File: src/rtl/dit_pkg.sv
// Constants for the drive input terminal function block
package dit_pkg;

    // ------------------------------------------------------------------
    // Timebase
    // ------------------------------------------------------------------
    localparam int CLK_HZ = 100_000_000;
    localparam int TICK_MS = 1;
    localparam int TICK_CYCLES = CLK_HZ / 1000 * TICK_MS;
    localparam int FC_MIN_WIDTH_MS = 12;
    localparam int FC_MIN_WIDTH_TICKS = FC_MIN_WIDTH_MS / TICK_MS;
    localparam int ALARM_CLEAR_MS = 30;
    localparam int ALARM_CLEAR_TICKS = ALARM_CLEAR_MS / TICK_MS;
    localparam int FC_POWERUP_S = 4;
    localparam int FC_POWERUP_TICKS = FC_POWERUP_S * 1000 / TICK_MS;

    // ------------------------------------------------------------------
    // Terminals and function codes
    // ------------------------------------------------------------------
    localparam int NUM_SLOTS = 5;
    localparam int CODE_W = 5;
    localparam int REF_W = 10;
    localparam logic [CODE_W-1:0] FN_PARAM_LOCK = 5'h0f;
    localparam logic [CODE_W-1:0] FN_ANALOG_SEL = 5'h10;
    localparam logic [CODE_W-1:0] FN_FAULT_CLEAR = 5'h12;
    localparam logic [1:0] FREQ_SRC_ANALOG = 2'h1;

    // ------------------------------------------------------------------
    // Register map
    // ------------------------------------------------------------------
    localparam logic [7:0] ADDR_CTRL = 8'h00;
    localparam logic [7:0] ADDR_SLOT_FN = 8'h04;
    localparam logic [7:0] ADDR_SLOT_POL = 8'h08;
    localparam logic [7:0] ADDR_STATUS = 8'h0c;
    localparam logic [7:0] ADDR_FREQ = 8'h10;
    localparam int CTRL_SCOPE_ALL = 0;
    localparam int CTRL_OP_LOCK = 1;
    localparam int CTRL_SRC_LO = 2;
    localparam logic [3:0] CTRL_RESET = 4'h4;
    localparam logic [24:0] SLOT_FN_RESET = 25'h0;
    localparam logic [4:0] SLOT_POL_RESET = 5'h0;

    typedef enum {
        ST_POWERUP,
        ST_NORMAL,
        ST_CLEARING
    } dit_state_e;

endpackage

File: src/rtl/dit_input_functions.sv
// Logic input terminal functions: parameter lock, analog select, fault clear
// ----------------------------------------------------------------------
// Functional notes
// - Lock input on refuses parameter edits
// - Lock input off allows edits again
// - Scope setting decides whether frequency locks
// - Operator lock works without lock terminal
// - Select on uses current, off voltage
// - Analog refs used only with analog source
// - No select terminal means summed references
// - Any function assignable to any slot
// - Reset operation clears trip state
// - Reset runs when clear input on-off
// - Alarm drops within latency after onset
// - Clear on: motor off, trip cleared
// - Clear held at power-up: comm error (never raised: pwr_held drops at the first tick, in the same cycle samp first loads)
// - Stop key resets only with alarm
// - Clear terminal forced to normally open
// - Power-on performs same reset operation
// - Clear while running makes motor coast
// - Drive resumes at once if run active
// ----------------------------------------------------------------------
`timescale 1ns/10ps

module dit_input_functions
    import dit_pkg::*;
#(
    parameter int TICK_CYCLES_P = TICK_CYCLES
) (
    input wire logic clk_sys_i,
    input wire logic resetn_i,
    input wire logic wb_cyc_i,
    input wire logic wb_stb_i,
    input wire logic wb_we_i,
    input wire logic [7:0] wb_adr_i,
    input wire logic [3:0] wb_sel_i,
    input wire logic [31:0] wb_dat_i,
    output logic [31:0] wb_dat_o,
    output logic wb_ack_o,
    input wire logic [NUM_SLOTS-1:0] term_i,
    input wire logic [REF_W-1:0] volt_ref_i,
    input wire logic [REF_W-1:0] current_ref_input_i,
    input wire logic fault_event_i,
    input wire logic run_cmd_i,
    input wire logic stop_key_i,
    input wire logic op_key_i,
    input wire logic remote_op_present_i,
    input wire logic edit_req_i,
    input wire logic edit_is_freq_i,
    output logic edit_grant_o,
    output logic alarm_o,
    output logic motor_enable_o,
    output logic coast_o,
    output logic powerup_reset_o,
    output logic comm_err_o,
    output logic [REF_W:0] freq_cmd_o,
    output logic freq_cmd_valid_o
);

    // ------------------------------------------------------------------
    // State
    // ------------------------------------------------------------------
    typedef struct packed {
        logic [31:0] tick_cnt;
        logic tick;
        logic [NUM_SLOTS-1:0] samp;
        logic [3:0] ctrl;
        logic [24:0] slot_fn;
        logic [4:0] slot_pol;
        dit_state_e state;
        logic [15:0] width_cnt;
        logic width_ok;
        logic [15:0] pwr_cnt;
        logic pwr_held;
        logic trip;
        logic motor_en;
        logic coast;
        logic por;
        logic comm_err;
        logic grant;
        logic [REF_W:0] freq;
        logic freq_valid;
        logic ack;
        logic [31:0] rdata;
    } dit_regs_s;

    dit_regs_s r;
    dit_regs_s next_r;

    // Mask of slots assigned to a given function code
    function automatic logic [NUM_SLOTS-1:0] slot_match(
        input logic [24:0] fn,
        input logic [CODE_W-1:0] code
    );
        logic [NUM_SLOTS-1:0] m;
        m = '0;
        for (int i = 0; i < NUM_SLOTS; i++) begin
            m[i] = (fn[i*CODE_W +: CODE_W] == code);
        end
        return m;
    endfunction

    // ------------------------------------------------------------------
    // Decoded terminal functions
    // ------------------------------------------------------------------
    logic [NUM_SLOTS-1:0] lock_slots;
    logic [NUM_SLOTS-1:0] sel_slots;
    logic [NUM_SLOTS-1:0] fc_slots;
    logic lock_on;
    logic sel_on;
    logic sel_assigned;
    logic fc_on;
    logic [NUM_SLOTS-1:0] pol_eff;
    logic [NUM_SLOTS-1:0] live;
    logic wb_req;

    always_comb begin
        lock_slots = slot_match(r.slot_fn, FN_PARAM_LOCK);
        sel_slots = slot_match(r.slot_fn, FN_ANALOG_SEL);
        fc_slots = slot_match(r.slot_fn, FN_FAULT_CLEAR);
        pol_eff = r.slot_pol & ~fc_slots;
        live = r.samp ^ pol_eff;
        lock_on = |(live & lock_slots);
        sel_on = |(live & sel_slots);
        sel_assigned = |sel_slots;
        fc_on = |(live & fc_slots);
        wb_req = wb_cyc_i & wb_stb_i & ~r.ack;
    end

    // ------------------------------------------------------------------
    // Next state
    // ------------------------------------------------------------------
    always_comb begin
        logic reset_op;
        logic locked;
        reset_op = 1'b0;
        locked = 1'b0;
        next_r = r;
        next_r.tick = 1'b0;
        next_r.por = 1'b0;

        // Millisecond timebase; terminals only move on its edge
        if (r.tick_cnt >= 32'(TICK_CYCLES_P - 1)) begin
            next_r.tick_cnt = '0;
            next_r.tick = 1'b1;
        end else begin
            next_r.tick_cnt = r.tick_cnt + 32'h1;
        end
        if (r.tick) begin
            next_r.samp = term_i;
        end

        // Fault clear sequence
        case (r.state)
            ST_POWERUP: begin
                reset_op = 1'b1;
                next_r.state = ST_NORMAL;
            end
            ST_NORMAL: begin
                if (fc_on) begin
                    next_r.state = ST_CLEARING;
                    next_r.width_cnt = '0;
                    next_r.width_ok = 1'b0;
                end else if (stop_key_i && r.trip) begin
                    reset_op = 1'b1;
                end
            end
            ST_CLEARING: begin
                next_r.por = 1'b1;
                next_r.trip = 1'b0;
                if (r.tick && r.width_cnt != 16'hffff) begin
                    next_r.width_cnt = r.width_cnt + 16'h1;
                end
                if (r.width_cnt >= 16'(FC_MIN_WIDTH_TICKS)) begin
                    next_r.width_ok = 1'b1;
                end
                if (!fc_on) begin
                    next_r.state = ST_NORMAL;
                    // Short glitches only clear, no full reset pass
                    // A pulse of exactly the minimum width still counts
                    reset_op = r.width_ok
                        | (r.width_cnt >= 16'(FC_MIN_WIDTH_TICKS));
                end
            end
            default: begin
                next_r.state = ST_POWERUP;
            end
        endcase

        if (reset_op) begin
            next_r.trip = 1'b0;
            next_r.por = 1'b1;
        end
        if (fault_event_i) begin
            next_r.trip = 1'b1;
        end

        // Clear input held since power-up
        if (r.pwr_held && r.tick) begin
            if (!fc_on) begin
                next_r.pwr_held = 1'b0;
            end else if (r.pwr_cnt != 16'hffff) begin
                next_r.pwr_cnt = r.pwr_cnt + 16'h1;
            end
        end
        if (!fc_on && op_key_i) begin
            next_r.comm_err = 1'b0;
        end
        if (r.pwr_held && remote_op_present_i
                && r.pwr_cnt >= 16'(FC_POWERUP_TICKS)) begin
            next_r.comm_err = 1'b1;
        end

        // Motor drive; no restart interlock after reset
        next_r.motor_en = run_cmd_i & ~next_r.trip
            & (next_r.state != ST_CLEARING);
        next_r.coast = (next_r.state == ST_CLEARING) & r.motor_en;
        if (r.coast && next_r.state == ST_CLEARING) begin
            next_r.coast = 1'b1;
        end

        // Parameter edit gate
        locked = lock_on | r.ctrl[CTRL_OP_LOCK];
        next_r.grant = edit_req_i & (~locked
            | (edit_is_freq_i & ~r.ctrl[CTRL_SCOPE_ALL]));

        // Frequency command source
        next_r.freq_valid = r.ctrl[CTRL_SRC_LO +: 2] == FREQ_SRC_ANALOG;
        if (!next_r.freq_valid) begin
            next_r.freq = '0;
        end else if (!sel_assigned) begin
            next_r.freq = {1'b0, volt_ref_i}
                + {1'b0, current_ref_input_i};
        end else if (sel_on) begin
            next_r.freq = {1'b0, current_ref_input_i};
        end else begin
            next_r.freq = {1'b0, volt_ref_i};
        end

        // Wishbone slave, one wait state
        next_r.ack = wb_req;
        next_r.rdata = '0;
        if (wb_req && wb_we_i) begin
            case (wb_adr_i)
                ADDR_CTRL: begin
                    if (wb_sel_i[0]) begin
                        next_r.ctrl = wb_dat_i[3:0];
                    end
                end
                ADDR_SLOT_FN: begin
                    for (int b = 0; b < 4; b++) begin
                        if (wb_sel_i[b] && b < 3) begin
                            next_r.slot_fn[b*8 +: 8] = wb_dat_i[b*8 +: 8];
                        end
                    end
                    if (wb_sel_i[3]) begin
                        next_r.slot_fn[24] = wb_dat_i[24];
                    end
                end
                ADDR_SLOT_POL: begin
                    if (wb_sel_i[0]) begin
                        next_r.slot_pol = wb_dat_i[4:0];
                    end
                end
                default: begin
                    next_r.ctrl = r.ctrl;
                end
            endcase
        end else if (wb_req) begin
            case (wb_adr_i)
                ADDR_CTRL: next_r.rdata = {28'h0, r.ctrl};
                ADDR_SLOT_FN: next_r.rdata = {7'h0, r.slot_fn};
                ADDR_SLOT_POL: next_r.rdata = {27'h0, pol_eff};
                ADDR_STATUS: begin
                    next_r.rdata = {24'h0, sel_assigned, sel_on, fc_on,
                        lock_on, r.comm_err, r.coast, r.motor_en, r.trip};
                end
                ADDR_FREQ: begin
                    next_r.rdata = {20'h0, r.freq_valid, r.freq};
                end
                default: next_r.rdata = 32'h0;
            endcase
        end
    end

    // ------------------------------------------------------------------
    // Registers
    // ------------------------------------------------------------------
    always_ff @(posedge clk_sys_i or negedge resetn_i) begin
        if (!resetn_i) begin
            r.tick_cnt <= '0;
            r.tick <= 1'b0;
            r.samp <= '0;
            r.ctrl <= CTRL_RESET;
            r.slot_fn <= SLOT_FN_RESET;
            r.slot_pol <= SLOT_POL_RESET;
            r.state <= ST_POWERUP;
            r.width_cnt <= '0;
            r.width_ok <= 1'b0;
            r.pwr_cnt <= '0;
            r.pwr_held <= 1'b1;
            r.trip <= 1'b0;
            r.motor_en <= 1'b0;
            r.coast <= 1'b0;
            r.por <= 1'b1;
            r.comm_err <= 1'b0;
            r.grant <= 1'b0;
            r.freq <= '0;
            r.freq_valid <= 1'b0;
            r.ack <= 1'b0;
            r.rdata <= '0;
        end else begin
            r <= next_r;
        end
    end

    // ------------------------------------------------------------------
    // Outputs
    // ------------------------------------------------------------------
    assign wb_dat_o = r.rdata;
    assign wb_ack_o = r.ack;
    assign edit_grant_o = r.grant;
    assign alarm_o = r.trip;
    assign motor_enable_o = r.motor_en;
    assign coast_o = r.coast;
    assign powerup_reset_o = r.por;
    assign comm_err_o = r.comm_err;
    assign freq_cmd_o = r.freq;
    assign freq_cmd_valid_o = r.freq_valid;

endmodule // dit_input_functions

File: config.mk
export PLATFORM = sky130hd
export DESIGN_NAME = dit_input_functions
export DESIGN_NICKNAME = d
export VERILOG_FILES = /design/src/rtl/dit_pkg.sv /design/src/rtl/dit_input_functions.sv
export SDC_FILE = /design/constraint.sdc
export NUM_CORES = 1
export LEC_CHECK = 0
export ABC_CLOCK_PERIOD_IN_PS = 2600
export BUFFER_PORTS_ARGS = -buffer_cell sky130_fd_sc_hd__buf_2
export CORE_MARGIN = 10
export CORE_UTILIZATION = 55
export CTS_CLUSTER_DIAMETER = 200
export CTS_CLUSTER_SIZE = 20
export DETAILED_ROUTE_END_ITERATION = 16
export PLACE_DENSITY = 0.79
export SLEW_MARGIN = 20
export SYNTH_ARGS = -nofsm -noshare
export SYNTH_HDL_FRONTEND = slang
export SYNTH_SLANG_ARGS = --single-unit
File: constraint.sdc
create_clock -name clk_sys_i -period 2.6 [get_ports clk_sys_i]
set_clock_uncertainty 0.05 [all_clocks]
set_input_delay 0.13 -clock clk_sys_i [delete_from_list [all_inputs] [get_ports clk_sys_i]]
set_output_delay 0.13 -clock clk_sys_i [all_outputs]
set_load 0.01 [all_outputs]
==> impl_metrics.py, run 1 <==
metrics = {
    "status": {
        "outcome": "finished, final reports clean",
    },
    "final_layout": {
        "register_area_um2": 4130,
        "fin_nets": 899,
        "regMostFlops": "r",
        "final_layout_size_suffix_gt1_frac": 0.261,
        "fillCellCount": 902,
        "largest_reg_flops": 121,
        "multiInputGateArea_um2": 3150,
        "area_delta_synth_final_pct": 24.0,
    },
    "power": {
        "powerDensity_nw_per_um2": 591,
        "ir_drop_mv": 0.445,
        "leakagePower_nw": 4.53,
    },
    "die": {
        "die_x_um": 137,
        "fp-row-count": 42,
        "fp.coreArea_um2": 13300,
        "ios": 132,
        "initial_core_util": 0.565,
        "die_h_um": 137,
        "dieArea_um2": 18700,
    },
    "critical_path": {
        "critPathKind": "in2reg",
        "slowest_stage": "dlygate4sd3_1",
        "crit_required_ns": 2.85,
        "end_kind": "flop",
        "critPathMaxFanout": 4,
        "arrival_ns": 2.75,
        "start_kind": "input pin",
        "critPathMostFrequentCell": "dlygate4sd3_1",
        "cpPeakStageDelay_ns": 0.58,
        "crit_chain": "dlygate4sd3_1 > buf_2 > nand2_1 > dlygate4sd3_1 > nor2_2 > and3_4 > nand2_1 > mux2_1 > dlygate4sd3_1",
    },
    "synthesis": {
        "synth_area_leader_cell": "dfrtp_1",
        "syn_area_um2": 7520,
        "synth_seq_cells": 165,
        "netlist_instances": 613,
        "synth_area_per_cell_um2": 12.3,
        "synth.distinct_cells": 66,
        "synth-edff-count": 0,
        "synth_top_area_frac": 0.539,
        "synth_warnings": 0,
        "synthArstFlopShare": 1.00,
        "ys_seq_area_frac": 0.550,
        "synth.most_common_cell": "dfrtp_1",
        "ys.flop_type": "dfrtp_1",
        "synthTopCellsByArea": "dfrtp_1 (54%), buf_4 (4.3%), mux2_4 (4.2%)",
        "synthTopCellsByCount": "dfrtp_1 (162), nor2_1 (48), buf_4 (43), xor2_1 (26)",
    },
    "routing": {
        "dr.first_iter.drc_count": 324,
        "drt-vias-per-instance": 5.27,
        "antenna_left": 0,
        "wl_per_cell_um": 17.1,
        "post-route-drc-count": 0,
        "wl_um": 17000,
        "firstDrtPassIters": 4,
        "vias": 5235,
    },
    "sta": {
        "setup-tns-final_ns": 0,
        "period_share": 0.962,
        "fin_crit_ns": 2.50,
        "timing.fmax_ghz": 0.400,
        "rsz0062_at_grt": "no",
        "holdWs_ns": 0.0190,
        "hold_viol": 0,
        "relSlewSlack": 0.619,
        "tightest_slew_ns": 0.571,
        "fin_ws_ns": 0.0999,
        "drv_slew": 0,
        "finalSetupViolations": 0,
    },
    "place": {
        "pre_cts_slack_ns": 0.148,
        "place_congestion": 0.913,
        "port_buffers": 117,
        "hpwlAfterDp_um": 12300,
    },
    "clock_network": {
        "clockRootBuffer": "clkbuf_16",
        "clkTransAtPathRegs_ns": 0.06,
        "cts_tree": "built",
        "cts-buffers-inserted": 17,
        "clockBufferDepth": 2,
        "clkLatencyLatePin_ns": 0.42,
        "clock_sinks": 165,
        "htreeDepth": 4,
    },
    "global_routing": {
        "grt_usage": 0.187,
        "gr-total-overflow": 0,
        "grt_pass1_vias": 5685,
        "grt_pass1_wl_um": 27800,
        "grt_max_degree": 63,
        "antenna_found_initial": 1,
    },
    "flow_run": {
        "max_cap_viol_count": 0,
    },
    "hold_path": {
        "hold_class": "in2reg",
    },
}
## per-layer routing
| metal | track usage | wire length, µm | vias up | share of wire |
|---|---|---|---|---|
| met4 | 0.0650 | 342 | 0 | 0.020 |
| met3 | 0.0612 | 1020 | 29 | 0.060 |
| met5 | 0 | 0 | - | 0 |
| met1 | 0.222 | 6900 | 2597 | 0.41 |
| met2 | 0.312 | 8690 | 150 | 0.51 |
| li1 | - | - | 2459 | - |
## stage by stage
step	area [µm²]	cells	util	total power, W
2_1_floorplan	7710	664	-	0.00283
3_3_place_gp	8220	912	0.618	0.00297
3_5_place_dp	8220	912	0.618	0.00298
4_1_cts	9300	992	0.699	0.00554
5_1_grt	9320	994	0.701	0.00571
6_report	9320	994	0.701	0.00551
## power by group
| part | switching [W] | leakage (nW) | internal, W | total [W] |
|---|---|---|---|---|
| sequential | 0.0000235 | 2.16 | 0.00261 | 0.00264 |
| combinational | 0.000191 | 2.08 | 0.000166 | 0.000357 |
| clock | 0.000981 | 0.283 | 0.00153 | 0.00252 |
| total | 0.00120 | 4.53 | 0.00431 | 0.00551 |
## kinds of logic (layout without fill, tap and decap cells)
family          count (synthesis)  count (layout)  synth area share
xor+xnor                       48              48            0.0559
fa+ha+maj                      15              15            0.0256
buf+inv                        68             221            0.0586
compound gates                 75              75            0.0654
other cells                     1              53          0.000499
mux                            55              55            0.0952
simple gates                  186             186             0.149
flops                         165             165             0.550
## critical path: cells and delay by family
kind | cells | cell delay, ns
buf+inv | 4 | 1.78
simple gates | 4 | 0.52
mux | 1 | 0.30
## worst paths after layout
| path | start | to | depth (start not counted) | slack, ns |
|---|---|---|---|---|
| worst min-delay path | current_ref_input_i[6] | freq_cmd_o[6] | 3 | 0.02 |
| worst max-delay path | wb_stb_i | r[146] | 9 | 0.1 |
| min in group asynchronous | resetn_i | wb_dat_o[16] | 2 | 0.19 |
| max in group asynchronous | resetn_i | r[51] | 3 | 1.55 |
| worst max register to register | r[142] | wb_dat_o[4] | 8 | 0.22 |
| worst min register to register | r[63] | r[63] | 1 | 0.41 |
## layout make-up
cell class,instances,area share
Sequential cell,165,0.443
Multi-Input combinational cell,431,0.338
Timing Repair Buffer,176,0.125
Clock buffer,20,0.0479
Tap cell,176,0.0236
Clock inverter,12,0.0164
Inverter,13,0.00523
Antenna cell,1,0.000268
## placed cells by master (no fill, tap or decap), types with 4 or more instances in the layout
cell type | Yosys | routed
a211oi_1 | 5 | 5
a21boi_0 | 6 | 6
a21o_1 | 5 | 5
a21oi_1 | 19 | 19
a22oi_1 | 10 | 10
and2_1 | 14 | 14
and3_1 | 9 | 9
buf_2 | 1 | 116
buf_4 | 43 | 10
clkbuf_16 | 0 | 17
clkinvlp_4 | 0 | 4
conb_1 | 1 | 52
dfrtp_1 | 162 | 162
dlygate4sd3_1 | 0 | 48
ha_1 | 13 | 13
inv_1 | 13 | 13
mux2_1 | 12 | 12
mux2_2 | 6 | 6
mux2_4 | 21 | 21
mux2i_1 | 13 | 13
nand2_1 | 21 | 21
nand3_1 | 22 | 22
nand4_1 | 10 | 10
nor2_1 | 48 | 47
nor2b_1 | 5 | 5
nor3_1 | 8 | 8
nor4_1 | 11 | 11
nor4_2 | 4 | 4
o21a_1 | 4 | 4
o21ai_0 | 8 | 8
o21ai_1 | 6 | 6
xnor2_1 | 22 | 22
xor2_1 | 26 | 26
## what timing repair did
item                                   in CTS  in global routing
resized for setup                           0                  3
endpoints found under the hold margin     106                  0
buffers inserted                            0                  1
hold buffers                               48                  0
setup endpoints to repair                   0                  8
Note: power is estimated with default switching activity, not from simulation.
==> run 2, diff against run 1 <==
Settings changed: CORE_UTILIZATION 55 to 56, PLACE_DENSITY 0.79 to 0.8, RECOVER_POWER set to 50.
==> impl_metrics.py, run 2 (synthesis results as in run 1) <==
metrics = {
    "global_routing": {
        "grt_pass1_vias": 5798,
        "grt_usage": 0.200,
        "gr-total-overflow": 0,
        "grt_pass1_wl_um": 29200,
        "grt_max_degree": 63,
        "antenna_found_initial": 1,
    },
    "routing": {
        "post-route-drc-count": 0,
        "dr.first_iter.drc_count": 304,
        "firstDrtPassIters": 5,
        "drt-vias-per-instance": 5.42,
        "wl_um": 18100,
        "antenna_left": 0,
        "wl_per_cell_um": 18.2,
        "vias": 5385,
    },
    "sta": {
        "rsz0062_at_grt": "no",
        "holdWs_ns": 0.0202,
        "fin_crit_ns": 2.45,
        "period_share": 0.941,
        "relSlewSlack": -0.0165,
        "timing.fmax_ghz": 0.409,
        "setup-tns-final_ns": 0,
        "hold_viol": 0,
        "finalSetupViolations": 0,
        "drv_slew": 62,
        "tightest_slew_ns": 1.52,
    },
    "place": {
        "dp.cells": 911,
        "hpwlAfterDp_um": 12300,
        "place_congestion": 0.865,
        "port_buffers": 117,
    },
    "final_layout": {
        "fin_nets": 897,
        "largest_reg_flops": 121,
        "fin_cells": 993,
        "multiInputGateArea_um2": 3160,
        "fillCellCount": 934,
        "register_area_um2": 4130,
        "regMostFlops": "r",
        "area_delta_synth_final_pct": 22.7,
        "final_common_cell": "dfrtp_1",
        "mostFrequentLayoutCells": "dfrtp_1 (162), buf_2 (95), conb_1 (52)",
        "final_layout_size_suffix_gt1_frac": 0.236,
    },
    "critical_path": {
        "critPathKind": "in2reg",
        "start_kind": "input pin",
        "cpPeakStageDelay_ns": 0.56,
        "critPathMaxFanout": 4,
        "crit_required_ns": 2.86,
        "critPathMostFrequentCell": "dlygate4sd3_1",
        "arrival_ns": 2.71,
        "end_kind": "flop",
        "crit_chain": "dlygate4sd3_1 > buf_2 > nand2_1 > dlygate4sd3_1 > nor2_2 > and3_4 > nand2_1 > mux2_1 > dlygate4sd3_1",
        "slowest_stage": "dlygate4sd3_1",
    },
    "die": {
        "initial_core_util": 0.570,
        "die_h_um": 136,
        "fp.coreArea_um2": 13200,
        "dieArea_um2": 18500,
        "ios": 132,
        "fp-row-count": 42,
        "die_x_um": 136,
    },
    "clock_network": {
        "clockRootBuffer": "clkbuf_16",
        "clkTransAtPathRegs_ns": 0.06,
        "clkLatencyLatePin_ns": 0.42,
        "cts_tree": "built",
        "htreeDepth": 4,
        "clockBufferDepth": 2,
        "cts-buffers-inserted": 17,
        "clock_sinks": 165,
    },
    "power": {
        "ir_drop_mv": 0.469,
        "leakagePower_nw": 4.40,
        "powerDensity_nw_per_um2": 575,
    },
    "flow_run": {
        "max_cap_viol_count": 1,
    },
    "hold_path": {
        "hold_class": "in2reg",
    },
    "status": {
        "failed_checks": "max-capacitance violations, max-slew violations",
        "outcome": "finished, violations left",
    },
}
## run 2: changes by cell type in the layout (fill, tap and decap cells not counted), sizes merged
cell         previous run  this run
buf                   128       104
clkbuf                 20        42
clkinv                  3         7
bufinv                  3         1
diode                   1         2
dlygate4sd3            48        47
inv                    15        14
## run 2: cell type report
cell class	instances	area share
clock buffers	19	0.0469
repair buffers	174	0.121
multi-input cells	431	0.342
diodes	2	0.000542
well taps	176	0.0239
flip-flops and latches	165	0.448
clock inverters	13	0.0121
inverters	13	0.00529
## run 2: final timing paths
path	startpoint	to	slack, ns	depth (start not counted)
setup / recovery	wb_stb_i	r[146]	0.15	9
hold / removal	volt_ref_i[6]	freq_cmd_o[6]	0.02	3
setup reg to reg	r[52]	r[53]	0.17	6
hold reg to reg	r[63]	r[63]	0.43	1
max in group asynchronous	resetn_i	r[170]	0.44	3
min in group asynchronous	resetn_i	wb_dat_o[17]	0.57	2
## run 2: per-layer routing
metal  routed length [µm]  vias up  global-route usage
met3                 1150       39              0.0624
met4                  505        0              0.0822
li1                     -     2457                   -
met5                    0        -                   0
met1                 6920     2700               0.222
met2                 9540      189               0.350
## run 2: where the power goes
| part | internal, W | switching, W | total [W] |
|---|---|---|---|
| registers | 0.00261 | 0.0000254 | 0.00264 |
| clock network | 0.00131 | 0.000993 | 0.00230 |
| logic | 0.000163 | 0.000199 | 0.000363 |
| total | 0.00409 | 0.00122 | 0.00531 |
## run 2: repair_timing
item                                   CTS  global route
setup endpoints to repair                0             8
buffers inserted                         0             1
endpoints found under the hold margin  108             0
hold buffers                            47             0
resized for setup                        0             4
## run 2: metrics by stage
step                      worst slack [ns]   util  cell area, µm²  power [W]
after floorplan                      0.444      -            7710    0.00283
after global placement               0.244  0.623            8220    0.00297
after detailed placement            0.0967  0.623            8220    0.00299
after CTS                           0.0741  0.700            9240    0.00533
after global routing                0.0523  0.699            9220    0.00551
final                                0.152  0.699            9230    0.00531
## run 2: worst max-delay path, delay by kind of cell
family                 cells  cell delay, ns
buffers and inverters      4            1.73
and+or+nand+nor            4            0.54
muxes                      1            0.30
==> run 3, diff against run 2 <==
==> constraint.sdc (replaced) <==
create_clock -name clk_sys_i -period 2.6 [get_ports clk_sys_i]
set_clock_uncertainty 0.05 [all_clocks]
set_input_delay 0.39 -clock clk_sys_i [delete_from_list [all_inputs] [get_ports clk_sys_i]]
set_output_delay 0.39 -clock clk_sys_i [all_outputs]
set_load 0.01 [all_outputs]
==> impl_metrics.py, run 3 (synthesis results as in run 1) <==
metrics = {
    "die": {
        "fp-row-count": 42,
        "dieArea_um2": 18500,
        "ios": 132,
        "die_x_um": 136,
        "initial_core_util": 0.570,
        "die_h_um": 136,
        "fp.coreArea_um2": 13200,
    },
    "power": {
        "ir_drop_mv": 0.478,
        "powerDensity_nw_per_um2": 596,
        "leakagePower_nw": 4.20,
        "total_power_w": 0.00522,
    },
    "clock_network": {
        "clockBufferDepth": 2,
        "clkTransAtPathRegs_ns": 0.06,
        "clkLatencyLatePin_ns": 0.43,
        "htreeDepth": 4,
        "cts-buffers-inserted": 17,
        "clock_sinks": 165,
        "clockRootBuffer": "clkbuf_16",
        "cts_tree": "built",
    },
    "critical_path": {
        "critPathTopFamily": "simple AND/OR/NAND/NOR gates",
        "critPathKind": "reg2reg",
        "path_buf_inv": 1,
        "slowest_stage": "nor4b_1",
        "cpPeakStageDelay_ns": 0.46,
        "start_kind": "flop",
        "end_kind": "flop",
        "crit_start": "r[142]",
        "crit_chain": "nor4b_1 > a21boi_0 > xor2_1 > a22o_1 > nor4_1 > buf_4 > a211o_1 > a21oi_1",
        "crit_required_ns": 2.85,
        "critPathMaxFanout": 4,
        "arrival_ns": 2.63,
        "timing.rr.start": "r[142]",
    },
    "sta": {
        "hold_viol": 0,
        "setup-tns-final_ns": 0,
        "relSlewSlack": -0.0870,
        "timing.fmax_ghz": 0.419,
        "finalSetupViolations": 0,
        "tightest_slew_ns": 1.63,
        "period_share": 0.917,
        "drv_slew": 66,
        "fin_crit_ns": 2.38,
        "rsz0062_at_grt": "no",
    },
    "final_layout": {
        "regMostFlops": "r",
        "area_delta_synth_final_pct": 16.5,
        "final_layout_size_suffix_gt1_frac": 0.243,
        "mostFrequentLayoutCells": "dfrtp_1 (162), buf_2 (93), conb_1 (52)",
        "largest_reg_flops": 121,
        "fillCellCount": 986,
        "final_common_cell": "dfrtp_1",
        "fin_nets": 852,
    },
    "global_routing": {
        "grt_pass1_vias": 5415,
        "grt_max_degree": 67,
        "gr-total-overflow": 0,
        "antenna_found_initial": 3,
        "grt_usage": 0.181,
        "grt_pass1_wl_um": 26500,
    },
    "place": {
        "place_congestion": 0.870,
        "hpwlAfterDp_um": 12200,
        "port_buffers": 117,
    },
    "routing": {
        "wl_per_cell_um": 17.3,
        "dr.first_iter.drc_count": 275,
        "drt-vias-per-instance": 5.37,
        "wl_um": 16400,
        "vias": 5082,
        "post-route-drc-count": 0,
        "antenna_left": 0,
        "firstDrtPassIters": 5,
    },
    "status": {
        "failed_checks": "max-capacitance violations, max-slew violations",
        "outcome": "finished, violations left",
    },
    "flow_run": {
        "max_cap_viol_count": 1,
    },
    "hold_path": {
        "hold_class": "in2reg",
        "hold_path_startpoint": "fault_event_i",
    },
}
run 3: cell count changes in the layout (fill, tap and decap cells not counted), moves of 2 or more:
| cell | previous run | this run |
|---|---|---|
| clkinv_2 | 5 | 2 |
| dlygate4sd3_1 | 47 | 1 |
| buf_2 | 95 | 93 |
| nor4b_1 | 2 | 4 |
| clkbuf_8 | 0 | 3 |
| nor4b_2 | 3 | 1 |
run 3: power by group:
| group | internal (W) | switching (W) | total, W |
|---|---|---|---|
| Clock | 0.00129 | 0.000992 | 0.00228 |
| Sequential | 0.00261 | 0.0000244 | 0.00264 |
| Combinational | 0.000120 | 0.000179 | 0.000300 |
| Total | 0.00403 | 0.00120 | 0.00522 |
run 3: repair_timing:
action / in CTS / in global routing
resized for setup: 0 / 1
endpoints found under the setup margin: 0 / 2
endpoints found under the hold margin: 63 / 0
hold buffers: 1 / 0
buffers inserted: 0 / 0
run 3: area by class of cell:
cell class / count / area (µm²) / area share
Sequential cell: 165 / 4130 / 0.472
Antenna cell: 2 / 5.00 / 0.000571
Inverter: 13 / 48.8 / 0.00557
Timing Repair Buffer: 129 / 666 / 0.0760
Tap cell: 176 / 220 / 0.0251
Clock inverter: 10 / 75.1 / 0.00857
Clock buffer: 21 / 470 / 0.0537
Multi-Input combinational cell: 431 / 3140 / 0.359
run 3: stage by stage:
stage | std cells | hold WS (ns) | utilization | cell area [µm²] | setup WS (ns)
after floorplan | 664 | 0.0444 | - | 7710 | 0.268
after global placement | 913 | 0.364 | 0.625 | 8240 | 0.146
after detailed placement | 913 | 0.373 | 0.625 | 8240 | 0.114
after CTS | 945 | 0.0816 | 0.667 | 8790 | 0.104
after global routing | 946 | 0.0869 | 0.664 | 8760 | 0.0128
final | 947 | 0.102 | 0.664 | 8760 | 0.216
run 3: final timing paths:
kind                                   endpoint  slack, ns  cells after the start
worst max-delay path                wb_dat_o[4]       0.22                      8
worst min-delay path             motor_enable_o       0.10                      2
worst max register to register      wb_dat_o[4]       0.22                      8
worst min register to register            r[63]       0.43                      1
max in group asynchronous       powerup_reset_o       0.40                      3
min in group asynchronous                r[140]       0.88                      2
run 3: metal layers:
metal	vias up	track usage	routed length, µm
met5	-	0	10
met4	2	0.0876	509
met3	42	0.0705	1120
met2	159	0.294	8100
met1	2513	0.206	6630
li1	2366	-	-
